==> config.mk <==
export PLATFORM = sky130hd
export DESIGN_NAME = art_timer
export DESIGN_NICKNAME = d
export VERILOG_FILES = /design/src/rtl/art_prescale.v /design/src/rtl/art_extsync.v /design/src/rtl/art_timer.v
export VERILOG_INCLUDE_DIRS = /design/src /design/src/rtl
export SDC_FILE = /design/constraint.sdc
export NUM_CORES = 1
export LEC_CHECK = 0
export ABC_CLOCK_PERIOD_IN_PS = 3800
export BUFFER_PORTS_ARGS = -buffer_cell sky130_fd_sc_hd__buf_2
export CAP_MARGIN = 25
export CORE_MARGIN = 2
export CORE_UTILIZATION = 61
export DETAILED_ROUTE_END_ITERATION = 10
export PLACE_DENSITY = 0.9
export REMOVE_ABC_BUFFERS = 1
export SYNTH_ARGS = -nofsm -noshare
export SYNTH_HDL_FRONTEND = slang
export SYNTH_SLANG_ARGS = --single-unit
==> constraint.sdc <==
create_clock -name ref_clk -period 3.8 [get_ports ref_clk]
set_input_delay 0.19 -clock ref_clk [delete_from_list [all_inputs] [get_ports ref_clk]]
set_output_delay 0.19 -clock ref_clk [all_outputs]
set_load 0.05 [all_outputs]
==> src/rtl/art_map.vh <==
// register offsets, field positions, reset values and timing counts of the reload timer
`ifndef ART_MAP_VH
`define ART_MAP_VH
// ************************************
// register byte offsets on the bus
// ************************************
`define ART_OFF_CTRL 12'h000
`define ART_OFF_CKCTL 12'h004
`define ART_OFF_IEN 12'h008
`define ART_OFF_CNTL 12'h00c
`define ART_OFF_CNTH 12'h010
`define ART_OFF_RLDL 12'h014
`define ART_OFF_RLDH 12'h018
// ************************************
// control register fields
// ************************************
`define ART_CTL_HOVF 7
`define ART_CTL_LOVF 6
`define ART_CTL_LIEN 5
`define ART_CTL_CAPEN 4
`define ART_CTL_SPLIT 3
`define ART_CTL_RUN 2
`define ART_CTL_XCLK 0
`define ART_CTL_WMASK 8'hfd
// clock control fields
`define ART_CK_HSEL 5
`define ART_CK_LSEL 4
// interrupt enable field
`define ART_IE_TMR 5
`define ART_RST_BYTE 8'h00
// ************************************
// prescale counts
// ************************************
`define ART_DIV_SYS 12
`define ART_DIV_EXT 8
`endif

==> src/rtl/art_prescale.v <==
// divide-by-n tick generator running on the system clock
`timescale 1ns/1ps
`default_nettype none
module art_prescale #(
  parameter DIV = 12
) (
  // clock and reset
  input wire ref_clk,
  input wire rst,
  // tick out
  output reg tick
);
  reg [7:0] cnt_q;
  always @(posedge ref_clk or posedge rst) begin
    if (rst) begin
      cnt_q <= 8'h00;
      tick <= 1'b0;
    end else if (cnt_q == DIV[7:0] - 8'h01) begin
      cnt_q <= 8'h00;
      tick <= 1'b1;
    end else begin
      cnt_q <= cnt_q + 8'h01;
      tick <= 1'b0;
    end
  end
endmodule
`default_nettype wire

==> src/rtl/art_extsync.v <==
// brings the external oscillator in, divides by 8, and marks its edges
`timescale 1ns/1ps
`default_nettype none
module art_extsync #(
  parameter DIV = 8
) (
  // clock and reset
  input wire ref_clk,
  input wire rst,
  // external oscillator, asynchronous
  input wire extOsc,
  // one-cycle pulses on system clock
  output reg extTick,
  output reg extFall
);
  reg meta_q;
  reg sync_q;
  reg prev_q;
  reg [2:0] div_q;
  // two flops before anything looks at the oscillator
  always @(posedge ref_clk or posedge rst) begin
    if (rst) begin
      meta_q <= 1'b0;
      sync_q <= 1'b0;
      prev_q <= 1'b0;
      div_q <= 3'h0;
      extTick <= 1'b0;
      extFall <= 1'b0;
    end else begin
      meta_q <= extOsc;
      sync_q <= meta_q;
      prev_q <= sync_q;
      extTick <= 1'b0;
      extFall <= 1'b0;
      if (sync_q && !prev_q) begin
        div_q <= div_q + 3'h1;
        if (div_q == DIV[2:0] - 3'h1) begin
          extTick <= 1'b1;
        end
        // the divided clock falls after the fourth rising edge of each eight
        if (div_q == 3'h3) begin
          extFall <= 1'b1;
        end
      end
    end
  end
endmodule
`default_nettype wire

==> src/rtl/art_timer.v <==
// 16-bit auto-reload timer with split mode and oscillator capture, on an apb slave
`timescale 1ns/1ps
`default_nettype none
`include "art_map.vh"
// Contract
// count is two readable writable bytes
// control bit 3 selects split mode
// system, divided-by-12, synced external-by-8 clocks
// 16-bit rollover reloads and sets high flag
// timer enable interrupts every 16-bit overflow
// low enable adds low-byte wrap interrupts
// split halves reload from own bytes
// split: run gates high, low always runs
// per-half clock select with external select
// split: each half wrap sets its flag
// split interrupts: high, or either with low enable
// flags cleared only by software
// capture counts system or divided-by-12
// capture copies count, sets high flag
// capture on external-by-8 falling edge
// software keeps 16-bit mode while capturing
// capture enable bit turns capture on
// 16-bit mode holds count when stopped
module art_timer (
  // clock and reset
  input wire ref_clk,
  input wire rst,
  // apb slave
  input wire psel,
  input wire penable,
  input wire pwrite,
  input wire [11:0] paddr,
  input wire [31:0] pwdata,
  output reg [31:0] prdata,
  output reg pready,
  output reg pslverr,
  // external oscillator
  input wire extOsc,
  // interrupt request to the core
  output reg timerIrq
);
  // ************************************
  // clock sources
  // ************************************
  wire sysDivTick;
  wire extTick;
  wire extFall;
  art_prescale #(.DIV(`ART_DIV_SYS)) uPre (
    .ref_clk(ref_clk),
    .rst(rst),
    .tick(sysDivTick)
  );
  art_extsync #(.DIV(`ART_DIV_EXT)) uExt (
    .ref_clk(ref_clk),
    .rst(rst),
    .extOsc(extOsc),
    .extTick(extTick),
    .extFall(extFall)
  );
  // ************************************
  // registers
  // ************************************
  reg [7:0] ctrl_q;
  reg [7:0] ckctl_q;
  reg [7:0] ien_q;
  reg [7:0] cntL_q;
  reg [7:0] cntH_q;
  reg [7:0] rldL_q;
  reg [7:0] rldH_q;
  wire splitMode = ctrl_q[`ART_CTL_SPLIT];
  wire runCtl = ctrl_q[`ART_CTL_RUN];
  wire xclkSel = ctrl_q[`ART_CTL_XCLK];
  wire capEn = ctrl_q[`ART_CTL_CAPEN];
  wire lowIrqEn = ctrl_q[`ART_CTL_LIEN];
  wire tmrIrqEn = ien_q[`ART_IE_TMR];
  // per-half tick from select bits
  function tickSel;
    input sysSel;
    input ext;
    input sysTick;
    input divTick;
    input extClk;
    begin
      if (sysSel) begin
        tickSel = sysTick;
      end else if (ext) begin
        tickSel = extClk;
      end else begin
        tickSel = divTick;
      end
    end
  endfunction
  // capture never runs from the oscillator it measures, so xclk is ignored there
  wire capXclk = xclkSel & ~capEn;
  wire lowTick = tickSel(ckctl_q[`ART_CK_LSEL], capXclk, 1'b1, sysDivTick, extTick);
  wire highTick = tickSel(ckctl_q[`ART_CK_HSEL], xclkSel, 1'b1, sysDivTick, extTick);
  // ************************************
  // count engine
  // ************************************
  // a byte at its top value wraps on its next step
  function isMax;
    input [7:0] v;
    begin
      isMax = (v == 8'hff);
    end
  endfunction
  // one count step of a byte
  function [7:0] bump;
    input [7:0] v;
    begin
      bump = v + 8'h01;
    end
  endfunction
  // in capture mode the count keeps running; only the reload pair is overwritten
  wire capEvt = capEn & extFall;
  wire incL = splitMode ? lowTick : (runCtl & lowTick);
  wire incH = splitMode ? (runCtl & highTick) : 1'b0;
  wire wrapL = incL & isMax(cntL_q);
  wire wrapH16 = ~splitMode & wrapL & isMax(cntH_q);
  wire wrapHsp = incH & isMax(cntH_q);
  wire setH = wrapH16 | wrapHsp | capEvt;
  wire setL = wrapL;
  // ************************************
  // apb decode
  // ************************************
  wire acc = psel & penable & ~pready;
  // a write lands at the edge where the master sees pready high, never earlier
  wire wr = psel & penable & pready & pwrite;
  wire hitCtl = wr & (paddr == `ART_OFF_CTRL);
  wire hitCk = wr & (paddr == `ART_OFF_CKCTL);
  wire hitIe = wr & (paddr == `ART_OFF_IEN);
  wire hitCnL = wr & (paddr == `ART_OFF_CNTL);
  wire hitCnH = wr & (paddr == `ART_OFF_CNTH);
  wire hitRlL = wr & (paddr == `ART_OFF_RLDL);
  wire hitRlH = wr & (paddr == `ART_OFF_RLDH);
  wire [7:0] wb = pwdata[7:0];
  function mapped;
    input [11:0] a;
    begin
      if (a == `ART_OFF_CTRL) begin
        mapped = 1'b1;
      end else if (a == `ART_OFF_CKCTL) begin
        mapped = 1'b1;
      end else if (a == `ART_OFF_IEN) begin
        mapped = 1'b1;
      end else if (a == `ART_OFF_CNTL) begin
        mapped = 1'b1;
      end else if (a == `ART_OFF_CNTH) begin
        mapped = 1'b1;
      end else if (a == `ART_OFF_RLDL) begin
        mapped = 1'b1;
      end else if (a == `ART_OFF_RLDH) begin
        mapped = 1'b1;
      end else begin
        mapped = 1'b0;
      end
    end
  endfunction
  reg [7:0] rdByte;
  always @* begin
    if (paddr == `ART_OFF_CTRL) begin
      rdByte = ctrl_q;
    end else if (paddr == `ART_OFF_CKCTL) begin
      rdByte = ckctl_q;
    end else if (paddr == `ART_OFF_IEN) begin
      rdByte = ien_q;
    end else if (paddr == `ART_OFF_CNTL) begin
      rdByte = cntL_q;
    end else if (paddr == `ART_OFF_CNTH) begin
      rdByte = cntH_q;
    end else if (paddr == `ART_OFF_RLDL) begin
      rdByte = rldL_q;
    end else if (paddr == `ART_OFF_RLDH) begin
      rdByte = rldH_q;
    end else begin
      rdByte = 8'h00;
    end
  end
  // one wait state: answer lands one edge after the access phase starts
  always @(posedge ref_clk or posedge rst) begin
    if (rst) begin
      pready <= 1'b0;
      pslverr <= 1'b0;
      prdata <= 32'h0000_0000;
    end else begin
      pready <= acc;
      pslverr <= acc & ~mapped(paddr);
      if (acc & ~pwrite) begin
        prdata <= {24'h00_0000, rdByte};
      end
    end
  end
  // ************************************
  // control, config, reload registers
  // ************************************
  reg [7:0] ctrl_d;
  reg [7:0] rldL_d;
  reg [7:0] rldH_d;
  // hardware set wins over a software clear in the same cycle
  always @* begin
    ctrl_d = ctrl_q;
    if (hitCtl) begin
      // bit 1 has no storage behind it and always reads back zero
      ctrl_d = wb & `ART_CTL_WMASK;
    end
    if (setH) begin
      ctrl_d[`ART_CTL_HOVF] = 1'b1;
    end
    if (setL) begin
      ctrl_d[`ART_CTL_LOVF] = 1'b1;
    end
  end
  // capture owns the reload pair over a software write
  always @* begin
    rldL_d = rldL_q;
    rldH_d = rldH_q;
    if (capEvt) begin
      rldL_d = cntL_q;
      rldH_d = cntH_q;
    end else begin
      if (hitRlL) begin
        rldL_d = wb;
      end
      if (hitRlH) begin
        rldH_d = wb;
      end
    end
  end
  always @(posedge ref_clk or posedge rst) begin
    if (rst) begin
      ctrl_q <= `ART_RST_BYTE;
      ckctl_q <= `ART_RST_BYTE;
      ien_q <= `ART_RST_BYTE;
      rldL_q <= `ART_RST_BYTE;
      rldH_q <= `ART_RST_BYTE;
    end else begin
      ctrl_q <= ctrl_d;
      rldL_q <= rldL_d;
      rldH_q <= rldH_d;
      if (hitCk) begin
        ckctl_q <= wb;
      end
      if (hitIe) begin
        ien_q <= wb;
      end
    end
  end
  // ************************************
  // count bytes
  // ************************************
  // reading low then high can tear while running; stop the timer for a coherent pair
  reg [7:0] cntL_d;
  reg [7:0] cntH_d;
  // a software write to a byte overrides its count step
  always @* begin
    cntL_d = cntL_q;
    if (hitCnL) begin
      cntL_d = wb;
    end else if (wrapH16 | (splitMode & wrapL)) begin
      cntL_d = rldL_q;
    end else if (incL) begin
      // a 16-bit low wrap steps on to zero and carries into the high byte
      cntL_d = bump(cntL_q);
    end
  end
  always @* begin
    cntH_d = cntH_q;
    if (hitCnH) begin
      cntH_d = wb;
    end else if (wrapH16) begin
      cntH_d = rldH_q;
    end else if (~splitMode & wrapL) begin
      cntH_d = bump(cntH_q);
    end else if (wrapHsp) begin
      cntH_d = rldH_q;
    end else if (incH) begin
      cntH_d = bump(cntH_q);
    end
  end
  always @(posedge ref_clk or posedge rst) begin
    if (rst) begin
      cntL_q <= `ART_RST_BYTE;
      cntH_q <= `ART_RST_BYTE;
    end else begin
      cntL_q <= cntL_d;
      cntH_q <= cntH_d;
    end
  end
  // ************************************
  // interrupt request
  // ************************************
  // level from the sticky flags, so it stays up until software clears them
  wire irqHigh = ctrl_q[`ART_CTL_HOVF];
  wire irqLow = lowIrqEn & ctrl_q[`ART_CTL_LOVF];
  always @(posedge ref_clk or posedge rst) begin
    if (rst) begin
      timerIrq <= 1'b0;
    end else begin
      timerIrq <= tmrIrqEn & (irqHigh | irqLow);
    end
  end
endmodule
`default_nettype wire

==> impl_metrics.json, run 1 <==
{
  "cp.arrival_ns": 2.94,
  "grt_pass1_wl_mm": 20.7,
  "yosysUniqueCellTypes": 55,
  "placementRows": 32,
  "cp_slowest_cell": "nor4_1",
  "slew_headroom_pct": 48.1,
  "placed_area_um2": 5040,
  "htree_levels": 3,
  "antenna_found_initial": 0,
  "overflow": 0,
  "clockBufferDepth": 2,
  "vias": 4337,
  "ant_nets": 0,
  "path_class": "reg2reg",
  "yosys-top-cells-area": "dfrtp_1 (43%), mux2i_1 (6.4%), mux2_2 (5.1%)",
  "async_reset_ff_share_pct": 100,
  "crit_family": "simple AND/OR/NAND/NOR gates",
  "cts_resized": 0,
  "cts_root_buf": "clkbuf_8",
  "worst-path-max-fanout": 8,
  "cts_tree": "done",
  "drv_slew": 0,
  "ir_worst_vdd_mv": 0.198,
  "crit_buf_inv": 0,
  "rsz0062_at_grt": "no",
  "ys.flop_type": "dfrtp_1",
  "core_um2": 7730,
  "worst_pin_slew_ns": 0.778,
  "critical_path_required_ns": 4.03,
  "post-synth-top-count-cell": "dfrtp_1",
  "min_period_ns": 2.71,
  "status": "completed",
  "drt_wl_total_mm": 12.8,
  "cts_sinks": 83,
  "ys_seq_area_share_pct": 42.6,
  "drc": 0,
  "path_cells": "nand4_1 > nor4_1 > nand3_1 > mux2i_1 > a21oi_1",
  "drv_cap": 0,
  "dpl.hpwl_mm": 8.76,
  "num_io_pins": 85,
  "max_freq_mhz": 369,
  "p_leak_uw": 0.00238,
  "viasPerCell": 6.66,
  "startpoint_type": "register",
  "wire_per_inst_um": 19.7,
  "initial_core_util_pct": 63.1,
  "timing_hold_violations_final": 0,
  "hold_class": "in2reg",
  "drt_iter0_markers": 438,
  "grt.total_usage_pct": 30.6,
  "ys_warn_count": 0,
  "numCtsBuffers": 9,
  "die_area_um2": 8720,
  "max_stage_delay_ns": 0.71,
  "gp_congestion": 0.923,
  "cts_setup_buffers": 0,
  "synthCells": 516,
  "cts_hold_buf": 1,
  "ys_ff_latch": 83,
  "num_antenna_cells": 0,
  "cp-end-kind": "register",
  "fin_tns_setup_ns": 0,
  "grt_max_degree": 54,
  "area_growth_pct": 8.40,
  "die_h_um": 93.4,
  "synth_edf_count": 0,
  "total_power_uw": 1830,
  "die_width_um": 93.4,
  "synth_top_cell_area_share_pct": 42.6,
  "skew_ns": 0.00729,
  "power_density_nw_per_um2": 347,
  "avgSynthCellArea_um2": 9.44,
  "first_pass_iters": 5,
  "period_share_pct": 71.2,
  "final_area_um2": 5280,
  "clk_latency_ns": 0.35,
  "syn-cell-area_um2": 4870,
  "setup_viol": 0,
  "clkSlewWorstSetupHoldPaths_ns": 0.09,
  "fin_nets": 602,
  "portBuffers": 36,
  "grt_pass1_vias": 4112,
  "layout-drive-gt1-share_pct": 18.9,
  "yosys.area.top_type": "dfrtp_1",
  "ys_top_cells_by_count": "dfrtp_1 (83), nor2_1 (43), a21oi_1 (41)",
  "final_util_pct": 68.4
}
## routing by layer
metal / up-vias / GRT usage, % / wire length (um) / share of wire (%)
met3: 71 / 6.20 / 1290 / 10
met4: 0 / 14.3 / 610 / 4.8
met5: - / 0 / 0 / 0
li1: 1900 / - / - / -
met2: 324 / 49.8 / 5990 / 47
met1: 2042 / 39.4 / 4960 / 39
## registers in the layout, indices dropped and copies added, names as in the netlist, 3 cells and up
signal	count
uExt.div_q	3
cntH_q	8
ien_q	8
uPre.cnt_q	8
rldH_q	8
prdata	8
ckctl_q	8
cntL_q	8
ctrl_q	7
rldL_q	8
## report_power, final
group / switching [uW] / internal [uW] / leakage, uW
Combinational: 211 / 67.5 / 0.00130
Clock: 319 / 296 / 0.0000909
Sequential: 22.6 / 915 / 0.000994
Total: 553 / 1280 / 0.00238
## placed cells by master, fill, tap and decap left out, types with 12 or more instances in the layout
| cell type | synthesis | routed |
|---|---|---|
| conb_1 | 1 | 24 |
| nand2_1 | 25 | 25 |
| nor2_1 | 43 | 43 |
| nor2b_1 | 12 | 12 |
| dfrtp_1 | 83 | 83 |
| a31oi_1 | 12 | 12 |
| nand3_1 | 25 | 25 |
| mux2i_1 | 31 | 31 |
| mux2_2 | 22 | 22 |
| a21oi_1 | 41 | 41 |
| nand4_1 | 15 | 15 |
| o21ai_0 | 39 | 39 |
| buf_2 | 4 | 36 |
| inv_1 | 15 | 14 |
## area by class of cell
cell class                 count  area, um^2
clock buffer                   9         124
timing repair buffer          46         292
inverter                      15        57.6
multi-input combinational    391        2550
fill                         581        2440
tap                          102         128
sequential                    83        2080
clock inverter                 5        56.3
## through the flow
stage	hold WS [ns]	cells	setup slack (ns)
after floorplan	0.221	489	1.44
after global placement	0.300	632	1.30
after detailed placement	0.301	633	1.23
after CTS	0.0368	648	1.20
after global routing	0.185	651	1.01
final	0.156	651	1.09
## kinds of logic (layout without fill, tap and decap cells)
| group | after synthesis | in the layout | synth area share (%) |
|---|---|---|---|
| and+or+nand+nor | 160 | 160 | 18.0 |
| AOI/OAI and AO/OA | 138 | 138 | 17.6 |
| DFF | 83 | 83 | 42.6 |
| buffers and inverters | 65 | 75 | 6.96 |
| muxes | 53 | 53 | 11.5 |
| xor gates and xnor gates | 10 | 10 | 1.80 |
| adders and majority gates | 6 | 6 | 1.54 |
| other | 1 | 24 | 0.0769 |
## path summary, 6_finish.rpt
check	start	endpoint	slack, ns	cells past startpoint
max in group asynchronous	rst	prdata[4]	2.71	5
worst max-delay path	pready	rldH_q[5]	1.09	5
worst min-delay path	penable	pready	0.16	3
worst min register to register	uExt.meta_q	uExt.sync_q	0.37	0
worst max register to register	pready	rldH_q[5]	1.09	5
min in group asynchronous	rst	cntH_q[1]	0.42	4
## tightest hold or removal path, stage by stage
cell	delay, ns
buf_2	0.10
nand2_1	0.10
nor2_1	0.07
Power figures use the tool's default switching activity.
==> inputs of run 2 (changes only) <==
Settings changed: ABC_CLOCK_PERIOD_IN_PS 3800 to 2400, CORE_UTILIZATION 61 to 51, PLACE_DENSITY 0.9 to 0.81.
Clock period 3.8 ns to 2.4 ns, I/O delays scaled along.
==> impl_metrics.json, run 2 (synthesis gave the netlist of run 1 again) <==
{
  "placed_area_um2": 5200,
  "rr_startpoint": "cntL_q[1]",
  "skew_ns": 0.00679,
  "drv_cap": 0,
  "fin_nets": 616,
  "cp-end-kind": "register",
  "antenna_found_initial": 0,
  "startpoint_type": "register",
  "crit_buf_inv": 0,
  "startpoint": "cntL_q[1]",
  "die_area_um2": 10400,
  "max_stage_delay_ns": 0.53,
  "p_leak_uw": 0.00245,
  "grt_pass1_vias": 3957,
  "drc": 0,
  "final_area_um2": 5410,
  "portBuffers": 36,
  "power_density_nw_per_um2": 531,
  "rsz0062_at_grt": "no",
  "area_growth_pct": 11.0,
  "num-fill-cells": 795,
  "path_class": "reg2reg",
  "worst_pin_slew_ns": 0.749,
  "clockBufferDepth": 2,
  "path_cells": "ha_1 > nand4_1 > nor2_1 > mux2i_1 > o21ai_0",
  "seqCellArea_um2": 2080,
  "worst-path-max-fanout": 7,
  "critical_path_required_ns": 2.64,
  "ant_nets": 0,
  "layout-drive-gt1-share_pct": 21.4,
  "multiInputGateArea_um2": 2550,
  "hold_ws_ns": 0.0722,
  "num_io_pins": 85,
  "clkSlewWorstSetupHoldPaths_ns": 0.09,
  "period_share_pct": 91.1,
  "num_antenna_cells": 0,
  "viasPerCell": 5.99,
  "gp_congestion": 0.956,
  "final_util_pct": 58.6,
  "finalNonFillerCells": 694,
  "r2r_end": "cntL_q[1]",
  "reg2regPathDepth": 5,
  "hold_class": "in2reg",
  "first_pass_iters": 5,
  "cp-endpoint": "cntL_q[1]",
  "wire_per_inst_um": 17.9,
  "grt.total_usage_pct": 25.4,
  "die_h_um": 102,
  "placementRows": 35,
  "clk_latency_ns": 0.36,
  "timing_hold_violations_final": 0,
  "dpl.hpwl_mm": 9.00,
  "core_um2": 9240,
  "cp.depth": 5,
  "r2r_slack_ns": 0.21,
  "ir_worst_vdd_mv": 0.298,
  "min_period_ns": 2.19,
  "cts_tree": "done",
  "grt_max_degree": 47,
  "htree_levels": 3,
  "drt_wl_total_mm": 12.4,
  "drv_slew": 0,
  "grt_pass1_wl_mm": 20.3,
  "setup_viol": 0,
  "max_freq_mhz": 457,
  "drt_iter0_markers": 275,
  "cp_slowest_cell": "nor2_1",
  "vias": 4155,
  "die_width_um": 102,
  "status": "completed",
  "cp.arrival_ns": 2.42,
  "initial_core_util_pct": 52.7,
  "overflow": 0,
  "fin_tns_setup_ns": 0,
  "slew_headroom_pct": 49.6,
  "cts_sinks": 83,
  "final_cell_mix": "dfrtp_1 (83), nor2_1 (43), a21oi_1 (40), o21ai_0 (39), buf_2 (36)",
  "cts_root_buf": "clkbuf_8",
  "final_common_cell": "dfrtp_1",
  "crit_family": "simple AND/OR/NAND/NOR gates",
  "placed_cells": 676,
  "numCtsBuffers": 9
}
-- run 2: worst min path at each step --
stage / from / to / slack, ns / depth (start not counted)
final: penable / pready / 0.07 / 3
after global routing: pwdata[1] / cntH_q[1] / 0.08 / 3
after CTS: penable / pready / 0.07 / 3
after detailed placement: rst / cntH_q[1] / 0.11 / 2
after global placement: rst / cntH_q[1] / 0.10 / 2
after floorplan: extOsc / uExt.meta_q / 0.15 / 0
-- run 2: stage by stage --
stage,setup slack (ns),power [uW]
after floorplan,0.0371,1790
after global placement,0.180,1920
after detailed placement,0.146,1940
after CTS,0.185,2900
after global routing,0.0898,3000
final,0.213,2870
-- run 2: timing repair --
item                                    4_1_cts  5_1_grt
buffers inserted                              0        0
resized for setup                             0        1
hold buffers                                  2        0
endpoints found under the setup margin        0        3
endpoints found under the hold margin        20        0
-- run 2: worst reg2reg max path: cells and delay by family (launching register included) --
family          cells  cell delay [ns]
compound gates      1             0.11
fa+ha+maj           1             0.34
flops               1             0.50
mux                 1             0.25
simple gates        2             0.87
-- run 2: layout make-up --
class	count	share of cell area (%)
Inverter	15	1.06
Clock buffer	9	2.29
Sequential cell	83	38.4
Timing Repair Buffer	60	6.98
Multi-Input combinational cell	391	47.2
Clock inverter	7	1.13
Tap cell	129	2.98
-- run 2: layer usage --
metal / wire (um) / vias to the layer above / GRT usage, %
li1: - / 1918 / -
met1: 5080 / 2000 / 34.1
met2: 5910 / 205 / 39.9
met3: 957 / 32 / 4.21
met4: 453 / 0 / 12.6
met5: 0 / - / 0
-- run 2: where the power goes --
part | switching, uW | internal, uW | total, uW | leakage, uW
clock network | 565 | 396 | 960 | 0.0000936
registers | 32.4 | 1450 | 1480 | 0.000994
logic | 326 | 107 | 432 | 0.00136
